==> src/rtl/wdr_defines.svh <==
// Offsets, field positions, reset values and timing counts of the
// watchdog and reset-source block. Assumes a 100 MHz core clock.
`ifndef WDR_DEFINES_SVH
`define WDR_DEFINES_SVH

// Register byte offsets
`define WDR_OFS_CTRL     8'h00
`define WDR_OFS_RELOAD   8'h04
`define WDR_OFS_CMD      8'h08
`define WDR_OFS_COUNT    8'h0C
`define WDR_OFS_SYSCFG   8'h10
`define WDR_OFS_IRQ_STAT 8'h14
`define WDR_OFS_IRQ_MASK 8'h18

// Control register fields
`define WDR_CTRL_PRESC 0
`define WDR_CTRL_RUN   1
`define WDR_CTRL_SW_FLAG 2
`define WDR_CTRL_WD_FLAG 3
`define WDR_CTRL_SHORT_FLAG 4
`define WDR_CTRL_LONG_FLAG 5
`define WDR_CTRL_PON_FLAG 6

// Command register bits (write only)
`define WDR_CMD_SERVICE 0
`define WDR_CMD_END_INIT 1
`define WDR_CMD_DISABLE 2
`define WDR_CMD_SWRST   3

// Interrupt status bits
`define WDR_IRQ_OVF 0
`define WDR_IRQ_HW  1

// Reset values
`define WDR_RST_RELOAD 8'h00
`define WDR_RST_FLAGS  5'h10

// Timing
`define WDR_CLK_NS    10
`define WDR_HALF_CPU_NS 5
`define WDR_FILTER_NS 500
`define WDR_SHORT_NS ((4*`WDR_HALF_CPU_NS > `WDR_FILTER_NS) ? \
  4*`WDR_HALF_CPU_NS : `WDR_FILTER_NS)
`define WDR_LONG_NS ((1032 + 12)*`WDR_HALF_CPU_NS + `WDR_SHORT_NS)
`define WDR_SEQ_NS (1024*`WDR_HALF_CPU_NS)
`define WDR_SHORT_CYC \
  ((`WDR_SHORT_NS + `WDR_CLK_NS - 1)/`WDR_CLK_NS)
`define WDR_LONG_CYC ((`WDR_LONG_NS + `WDR_CLK_NS - 1)/`WDR_CLK_NS)
`define WDR_SEQ_CYC ((`WDR_SEQ_NS + `WDR_CLK_NS - 1)/`WDR_CLK_NS)
`define WDR_DIV_FAST 2
`define WDR_DIV_SLOW 128

`endif

==> src/rtl/wdr_pkg.sv <==
// Types shared by the watchdog and reset-source block.
// Assumes nothing of its surroundings.
package wdr_pkg;
  typedef enum logic [1:0] {
    WDR_RUN,
    WDR_HWRST,
    WDR_SEQ
  } wdr_state_t;
endpackage

==> src/rtl/wdr_top.sv <==
// Watchdog timer, reset-source flags and reset input handling.
// Assumes inputs synchronous to core_clk_i and a plain register port.
`include "wdr_defines.svh"
`timescale 1ns/1ps
`default_nettype none

module wdr_top
  import wdr_pkg::*;
(
  input wire logic core_clk_i,
  input wire logic reset_i,
  input wire logic [7:0] addr_i,
  input wire logic [31:0] wdata_i,
  input wire logic wr_i,
  input wire logic rd_i,
  output logic [31:0] rdata_o,
  input wire logic reset_in_n_i,
  output logic reset_in_o,
  output logic reset_in_oe_o,
  input wire logic reset_mode_pin_i,
  output logic reset_out_n_o,
  output logic irq_o
);

  wdr_state_t state;
  logic [15:0] wd_cnt;
  logic [6:0] presc;
  logic [7:0] reload_byte;
  logic prescale_select;
  logic wdog_en;
  logic init_done;
  logic bidir_reset_enable;
  logic [9:0] low_cnt;
  logic [9:0] seq_cnt;
  logic sw_reset_flag;
  logic wdog_reset_flag;
  logic short_hw_reset_flag;
  logic long_hw_reset_flag;
  logic poweron_flag;
  logic [1:0] irq_stat;
  logic [1:0] irq_mask;

  logic run;
  logic cmd_wr;
  logic tick;
  logic wd_ovf;
  logic sw_req;
  logic service;
  logic end_init;
  logic hw_seen;
  logic hw_done;
  logic [1:0] irq_set;
  logic [31:0] next_rdata;

  ////////////////////////////////////////////////////////////////////
  // Decode

  assign run = (state == WDR_RUN);
  assign cmd_wr = wr_i && (addr_i == `WDR_OFS_CMD) && run;
  assign service = cmd_wr && wdata_i[`WDR_CMD_SERVICE];
  assign end_init = cmd_wr && wdata_i[`WDR_CMD_END_INIT];
  assign sw_req = cmd_wr && wdata_i[`WDR_CMD_SWRST];
  // Prescaler ticks every 2 or every 128 core clocks
  assign tick = prescale_select ? (presc == 7'h7F) : presc[0];
  assign wd_ovf = run && wdog_en && tick && (wd_cnt == 16'hFFFF);
  // Own pin drive must not be mistaken for an external reset
  assign hw_seen = run && !reset_in_n_i &&
                   (low_cnt >= 10'(`WDR_SHORT_CYC - 1));
  assign hw_done = (state == WDR_HWRST) && reset_in_n_i;
  assign irq_set = {hw_done, wd_ovf};

  ////////////////////////////////////////////////////////////////////
  // Reset sequencer

  always_ff @(posedge core_clk_i) begin
    if (reset_i) begin
      state <= WDR_RUN;
      seq_cnt <= 10'h000;
    end else begin
      unique case (state)
        WDR_RUN: begin
          if (hw_seen) begin
            state <= WDR_HWRST;
          end else if (wd_ovf || sw_req) begin
            state <= WDR_SEQ;
            seq_cnt <= 10'(`WDR_SEQ_CYC);
          end
        end
        WDR_HWRST: begin
          if (reset_in_n_i) begin
            state <= WDR_SEQ;
            seq_cnt <= 10'(`WDR_SEQ_CYC);
          end
        end
        WDR_SEQ: begin
          seq_cnt <= seq_cnt - 10'h001;
          if (seq_cnt == 10'h001) begin
            state <= WDR_RUN;
          end
        end
      endcase
    end
  end

  // Low time of the reset input, saturating
  always_ff @(posedge core_clk_i) begin
    if (reset_i || reset_in_n_i || state == WDR_SEQ) begin
      low_cnt <= 10'h000;
    end else if (low_cnt != 10'h3FF) begin
      low_cnt <= low_cnt + 10'h001;
    end
  end

  ////////////////////////////////////////////////////////////////////
  // Watchdog counter

  always_ff @(posedge core_clk_i) begin
    if (reset_i || !run) begin
      presc <= 7'h00;
      wd_cnt <= 16'h0000;
    end else begin
      presc <= presc + 7'h01;
      if (service) begin
        wd_cnt <= {reload_byte, 8'h00};
      end else if (wdog_en && tick) begin
        wd_cnt <= wd_cnt + 16'h0001;
      end
    end
  end

  // Enable and initialisation lock; internal reset restores both
  always_ff @(posedge core_clk_i) begin
    if (reset_i || !run) begin
      wdog_en <= 1'b1;
      init_done <= 1'b0;
    end else begin
      if (end_init) begin
        init_done <= 1'b1;
      end
      if (cmd_wr && wdata_i[`WDR_CMD_DISABLE] && !init_done) begin
        wdog_en <= 1'b0;
      end
    end
  end

  ////////////////////////////////////////////////////////////////////
  // Software-written configuration

  always_ff @(posedge core_clk_i) begin
    if (reset_i || !run) begin
      prescale_select <= 1'b0;
      reload_byte <= `WDR_RST_RELOAD;
    end else if (wr_i) begin
      // Software should rewrite control before each service
      if (addr_i == `WDR_OFS_CTRL) begin
        prescale_select <= wdata_i[`WDR_CTRL_PRESC];
      end
      if (addr_i == `WDR_OFS_RELOAD) begin
        reload_byte <= wdata_i[7:0];
      end
    end
  end

  always_ff @(posedge core_clk_i) begin
    if (reset_i) begin
      bidir_reset_enable <= 1'b0;
    end else if (state == WDR_SEQ && seq_cnt == 10'h001) begin
      bidir_reset_enable <= 1'b0;
    end else if (run && wr_i && addr_i == `WDR_OFS_SYSCFG) begin
      bidir_reset_enable <= wdata_i[0];
    end
  end

  ////////////////////////////////////////////////////////////////////
  // Reset-source flags; a new cause wins over end-init

  always_ff @(posedge core_clk_i) begin
    if (reset_i) begin
      {poweron_flag, long_hw_reset_flag, short_hw_reset_flag,
       wdog_reset_flag, sw_reset_flag} <= `WDR_RST_FLAGS;
    end else if (run && (wd_ovf || sw_req)) begin
      // Prior causes are replaced by the new one
      {poweron_flag, long_hw_reset_flag, short_hw_reset_flag} <= 3'b000;
      wdog_reset_flag <= wd_ovf;
      sw_reset_flag <= sw_req && !wd_ovf;
    end else if (hw_done) begin
      poweron_flag <= 1'b0;
      wdog_reset_flag <= 1'b0;
      sw_reset_flag <= 1'b0;
      // Low mode pin means asynchronous reset with no source flag
      short_hw_reset_flag <= reset_mode_pin_i;
      long_hw_reset_flag <= reset_mode_pin_i &&
                            (low_cnt > 10'(`WDR_LONG_CYC));
    end else if (end_init) begin
      {poweron_flag, long_hw_reset_flag, short_hw_reset_flag,
       wdog_reset_flag, sw_reset_flag} <= 5'h00;
    end
  end

  ////////////////////////////////////////////////////////////////////
  // Interrupts: sticky, write one to clear, set wins

  always_ff @(posedge core_clk_i) begin
    if (reset_i) begin
      irq_stat <= 2'b00;
      irq_mask <= 2'b00;
    end else begin
      if (wr_i && addr_i == `WDR_OFS_IRQ_STAT) begin
        irq_stat <= (irq_stat & ~wdata_i[1:0]) | irq_set;
      end else begin
        irq_stat <= irq_stat | irq_set;
      end
      if (wr_i && addr_i == `WDR_OFS_IRQ_MASK) begin
        irq_mask <= wdata_i[1:0];
      end
    end
  end

  ////////////////////////////////////////////////////////////////////
  // Pins and read port

  always_ff @(posedge core_clk_i) begin
    if (reset_i) begin
      reset_out_n_o <= 1'b1;
      reset_in_o <= 1'b0;
      reset_in_oe_o <= 1'b0;
      irq_o <= 1'b0;
    end else begin
      reset_out_n_o <= run && !wd_ovf && !sw_req && !hw_seen;
      reset_in_o <= 1'b0;
      // Low mode pin inhibits driving the reset input
      reset_in_oe_o <= (state == WDR_SEQ) && bidir_reset_enable &&
                       reset_mode_pin_i;
      irq_o <= |(irq_stat & irq_mask);
    end
  end

  always_comb begin
    next_rdata = 32'h0000_0000;
    unique case (addr_i)
      `WDR_OFS_CTRL: begin
        next_rdata[`WDR_CTRL_PRESC] = prescale_select;
        next_rdata[`WDR_CTRL_RUN] = wdog_en;
        next_rdata[`WDR_CTRL_SW_FLAG] = sw_reset_flag;
        next_rdata[`WDR_CTRL_WD_FLAG] = wdog_reset_flag;
        next_rdata[`WDR_CTRL_SHORT_FLAG] = short_hw_reset_flag;
        next_rdata[`WDR_CTRL_LONG_FLAG] = long_hw_reset_flag;
        next_rdata[`WDR_CTRL_PON_FLAG] = poweron_flag;
      end
      `WDR_OFS_RELOAD: next_rdata[7:0] = reload_byte;
      `WDR_OFS_COUNT: next_rdata[15:0] = wd_cnt;
      `WDR_OFS_SYSCFG: next_rdata[0] = bidir_reset_enable;
      `WDR_OFS_IRQ_STAT: next_rdata[1:0] = irq_stat;
      `WDR_OFS_IRQ_MASK: next_rdata[1:0] = irq_mask;
      default: next_rdata = 32'h0000_0000;
    endcase
  end

  always_ff @(posedge core_clk_i) begin
    if (reset_i || !rd_i) begin
      rdata_o <= 32'h0000_0000;
    end else begin
      rdata_o <= next_rdata;
    end
  end

  ////////////////////////////////////////////////////////////////////
  // Checks

  a_overflow_seq: assert property (@(posedge core_clk_i)
    disable iff (reset_i) wd_ovf && !hw_seen |=> state == WDR_SEQ
    ##1 !reset_out_n_o) else $error("overflow gave no reset sequence");

  a_lock_enable: assert property (@(posedge core_clk_i)
    disable iff (reset_i) run && init_done && wdog_en |=> wdog_en)
    else $error("watchdog disabled after end of init");

  a_service_load: assert property (@(posedge core_clk_i)
    disable iff (reset_i) service && !wd_ovf |=>
    wd_cnt == {$past(reload_byte), 8'h00})
    else $error("service did not reload counter");

  a_count_rate: assert property (@(posedge core_clk_i)
    disable iff (reset_i) run && wdog_en && !prescale_select &&
    !wr_i && !hw_seen && $past(run) && !wd_ovf |=> ##1
    wd_cnt != $past(wd_cnt, 2) || $past(service))
    else $error("divide by two count stalled");

  a_end_init_clr: assert property (@(posedge core_clk_i)
    disable iff (reset_i) end_init && !wd_ovf && !sw_req |=>
    !sw_reset_flag && !wdog_reset_flag && !poweron_flag)
    else $error("end of init left flags set");

  a_swr_flag: assert property (@(posedge core_clk_i)
    disable iff (reset_i) sw_req && !wd_ovf |=>
    sw_reset_flag && !wdog_reset_flag)
    else $error("software reset flag not set");

  a_long_flag: assert property (@(posedge core_clk_i)
    disable iff (reset_i) hw_done && reset_mode_pin_i &&
    low_cnt > 10'(`WDR_LONG_CYC) |=> long_hw_reset_flag &&
    short_hw_reset_flag)
    else $error("long reset not flagged");

  a_spike_reject: assert property (@(posedge core_clk_i)
    disable iff (reset_i) run && !wd_ovf && !sw_req &&
    low_cnt < 10'(`WDR_SHORT_CYC - 1) |=> state == WDR_RUN)
    else $error("short spike accepted as reset");

  a_bidir_clear: assert property (@(posedge core_clk_i)
    disable iff (reset_i) state == WDR_SEQ && seq_cnt == 10'h001 |=>
    !bidir_reset_enable ##1 !reset_in_oe_o)
    else $error("bidir enable kept after sequence");

  a_pin_inhibit: assert property (@(posedge core_clk_i)
    disable iff (reset_i) !reset_mode_pin_i || !bidir_reset_enable |=>
    !reset_in_oe_o)
    else $error("reset input driven while inhibited");

endmodule

`default_nettype wire

==> config.mk <==
export PLATFORM = sky130hd
export DESIGN_NAME = wdr_top
export DESIGN_NICKNAME = d
export VERILOG_FILES = /design/src/rtl/wdr_pkg.sv /design/src/rtl/wdr_top.sv
export VERILOG_INCLUDE_DIRS = /design/src /design/src/rtl
export SDC_FILE = /design/constraint.sdc
export NUM_CORES = 1
export LEC_CHECK = 0
export ABC_AREA = 1
export BUFFER_PORTS_ARGS = -buffer_cell sky130_fd_sc_hd__buf_4
export CAP_MARGIN = 30
export CORE_UTILIZATION = 55
export CTS_CLUSTER_DIAMETER = 60
export CTS_CLUSTER_SIZE = 40
export DETAILED_ROUTE_END_ITERATION = 16
export GPL_TIMING_DRIVEN = 0
export PLACE_DENSITY = 0.79
export SYNTH_ARGS = -nofsm -noshare
export SYNTH_HDL_FRONTEND = slang
export SYNTH_SLANG_ARGS = --single-unit
==> constraint.sdc <==
create_clock -name core_clk_i -period 2.13 [get_ports core_clk_i]
set_input_delay 0.213 -clock core_clk_i [delete_from_list [all_inputs] [get_ports core_clk_i]]
set_output_delay 0.213 -clock core_clk_i [all_outputs]
set_load 0.02 [all_outputs]
==> summary.txt <==
Outcome
  • Outcome: finished clean

Global routing
  • Antenna violations before repair: 0
  • First-pass GRT wire length: 16200 um
  • GR Util All Layers: between 20% and 30%
  • Maximum number of pins on one net before global-route repair: 16
  • Vias in the first global route: between 3000 and 4000
  • Grt ovf: 0

Routing
  • Met1 WL: roughly 4000 um
  • Met3 WL: 446 um
  • Post-DRT Antenna Nets: 0
  • Via count: just over 4000
  • Via density per instance: 5.18
  • First drt pass iteration count: 5
  • Initial drt markers: about 280
  • DRT Wirelength: approximately 9600 um
  • DR DRC count: 0
  • Drt wl/cell: about 12 um
  • Highest routed layer: met4
  • Met2 wire len: about 5000 um

Critical path
  • Worst Path Required: approximately 2.4 ns
  • Worst-path cell chain: ha_1 > inv_1 > nor3_1 > nand3_1 > xor2_1 > a21oi_1 > nor2_1
  • CP Class: reg -> reg
  • Buf/Inv on CP: 1
  • Max stage delay on crit path: ~0.54 ns
  • Crit path capture type: flip-flop
  • Slowest stage cell, crit path: nor3_1
  • CP max FO: 5
  • Critical Path AT: roughly 2.2 ns
  • CP top delay family: simple AND/OR/NAND/NOR gates
  • Crit path launch type: flip-flop
  • R2r setup slk: 0.19 ns

Pwr
  • Power per Cell Area: about 820 nW/um^2
  • Power Total: about 0.0042 W
  • VDD IR-drop max: 0.522 mV
  • Static leakage: around 2.3 nW

Yosys
  • FF+latch count, synth: between 80 and 90
  • Register area share after synthesis: 38.7%
  • Top-area cell type share of the netlist area: around 39%
  • Yosys Warn Count: 0
  • Most numerous cell in the Yosys netlist: nand2_1
  • Synth area leaders: dfxtp_1, nand2_1, nor2_1
  • Mapped Avg Cell Area: between 7 and 8 um^2
  • Asr flop ratio synth: 0%
  • Synthesized netlist cell count: between 600 and 700
  • Synth area leader: dfxtp_1
  • Cell variety after synth: 37
  • Synthesized area: 4390 um^2
  • Commonest cells in the netlist: nand2_1, nor2_1, inv_1
  • Most used flip-flop cell after synthesis: dfxtp_1
  • Number of enable-type register cells in the synthesized netlist: 0

Run
  • Max_cap viols: 0

Clock tree
  • CTS Sinks: 85
  • Worst-path clk slew: roughly 0.090 ns
  • CTS Buffer Depth: 2
  • CTS tree: yes
  • Clk_lat worst skew: between 0.3 and 0.4 ns
  • # hold bufs at CTS: 0
  • CTS buffer count: 9
  • H-tree depth: 3
  • Root Buffer: clkbuf_8

Timing
  • Max Fclk: 516 MHz
  • Setup TNS: 0 ns
  • Unrepaired setup endpoints after global routing: no
  • Clock skew: around 0.015 ns
  • Slew Limit Fails: 0
  • Worst Tran Pin Value: around 0.76 ns
  • Rel. slew slack: around 49%
  • Minimum clock period: just under 2 ns
  • Setup violations, final: 0
  • Final hold violations: 0
  • Ratio of final minimum period to clock period: around 90%

Cells and area
  • Final net count: between 700 and 800
  • Area growth syn-to-layout: 15.8%
  • Fraction of layout cells with a size suffix above 1: between 10 and 15%
  • Diode count: 0

Floorplanning
  • Die Height: 91.4 um
  • Die Area: between 8000 and 9000 um^2
  • Initial Util: 56.8%
  • Die Span X: approximately 91 um
  • IO Count: 82
  • Core Box Area: between 7000 and 8000 um^2
  • Floorplan row count: 32

Placed design
  • GP Congestion: just under 0.9
  • Input/output buffers: 39
  • Detailed placement HPWL: 7340 um

Min path
  • Hold Path Class: in -> reg
==> final cells by class <==
class,count,area (um^2)
inverter,89,334
buffer,25,178
sequential,85,1700
fill,664,2640
multi-input combinational,442,2240
clock inverter,6,71.3
clock buffer,10,138
timing repair buffer,39,293
tap,102,128
==> sequential cells by signal, indices dropped and copies added (netlist names), 2 cells and up <==
register,cells
presc,7
low_cnt,10
wd_cnt,16
reload_byte,8
seq_cnt,10
irq_stat,2
rdata_o,16
state,2
irq_mask,2
==> stage by stage <==
| step | utilization [%] | hold WS, ns | setup WS (ns) | cells | instance area (um^2) |
|---|---|---|---|---|---|
| after global placement | 63.1 | 0.442 | 0.194 | 782 | 4870 |
| after CTS | 65.8 | 0.0788 | 0.106 | 798 | 5080 |
| final | 65.8 | 0.0891 | 0.194 | 798 | 5090 |
| after detailed placement | 63.1 | 0.446 | 0.131 | 782 | 4870 |
| after global routing | 65.8 | 0.103 | 0.0507 | 798 | 5090 |
| after floorplan | - | 0.348 | 0.486 | 641 | 4450 |
==> path summary, 6_finish.rpt <==
check              start             end  cells after the start
max            wd_cnt[0]      wd_cnt[14]                      7
min           wdata_i[4]  reload_byte[4]                      3
max reg2reg    wd_cnt[0]      wd_cnt[14]                      7
min reg2reg  irq_mask[1]           irq_o                      2
==> cells in the final DEF (no fill, tap or decap), types with 2 or more instances in the layout <==
master / synthesis / layout
nor2_2: 3 / 4
nand2_1: 117 / 117
o21ai_1: 2 / 2
xor2_1: 13 / 13
o31ai_1: 2 / 2
buf_4: 19 / 58
inv_1: 88 / 88
nor4_1: 2 / 2
dfxtp_1: 85 / 85
nor2_4: 3 / 3
nand3_1: 43 / 43
nor3_4: 2 / 2
a211oi_1: 3 / 3
clkinvlp_4: 0 / 2
conb_1: 1 / 17
buf_2: 3 / 3
nand3b_1: 2 / 2
ha_1: 11 / 11
o221ai_1: 2 / 2
nor3_1: 8 / 8
o21ai_0: 37 / 37
a31oi_1: 3 / 3
clkbuf_8: 0 / 10
a21oi_1: 49 / 49
clkinv_4: 0 / 2
nor3b_1: 2 / 2
nand2_2: 9 / 9
xnor2_1: 2 / 2
o211ai_1: 2 / 2
nand4_1: 9 / 9
nor2_1: 90 / 89
nand3_4: 2 / 2
o21a_1: 3 / 3
==> worst register-to-register path: stages, from the launching register on <==
cell and delay, ns:
dfxtp_1 0.39, ha_1 0.18, inv_1 0.09, nor3_1 0.54, nand3_1 0.21, xor2_1 0.21, a21oi_1 0.15, nor2_1 0.05
==> routing by layer <==
layer	vias up	GRT usage, %
li1	2104	-
met1	1906	27.2
met2	103	43.9
met3	17	5.11
met4	0	8.33
met5	-	0
==> cell families (layout without fill, tap and decap cells) <==
family	count (synthesis)	in the layout	synth area share (%)
DFF	85	85	38.7
buffers and inverters	114	169	11.6
other	1	17	0.0854
AOI/OAI and AO/OA	105	105	13.3
xor gates and xnor gates	15	15	2.99
adders and majority gates	11	11	3.13
and+or+nand+nor	294	294	30.2
==> report_power, final <==
part | total (W) | internal (W) | switching (W) | leakage (nW)
clock | 0.00119 | 0.000582 | 0.000605 | 0.0991
sequential | 0.00181 | 0.00171 | 0.0000986 | 0.688
combinational | 0.00120 | 0.000417 | 0.000781 | 1.47
==> what timing repair did <==
action,4_1_cts,5_1_grt
endpoints found under the hold margin,0,0
endpoints found under the setup margin,0,17
resized for setup,0,3
buffers inserted,0,0
Power figures use the tool's default switching activity.
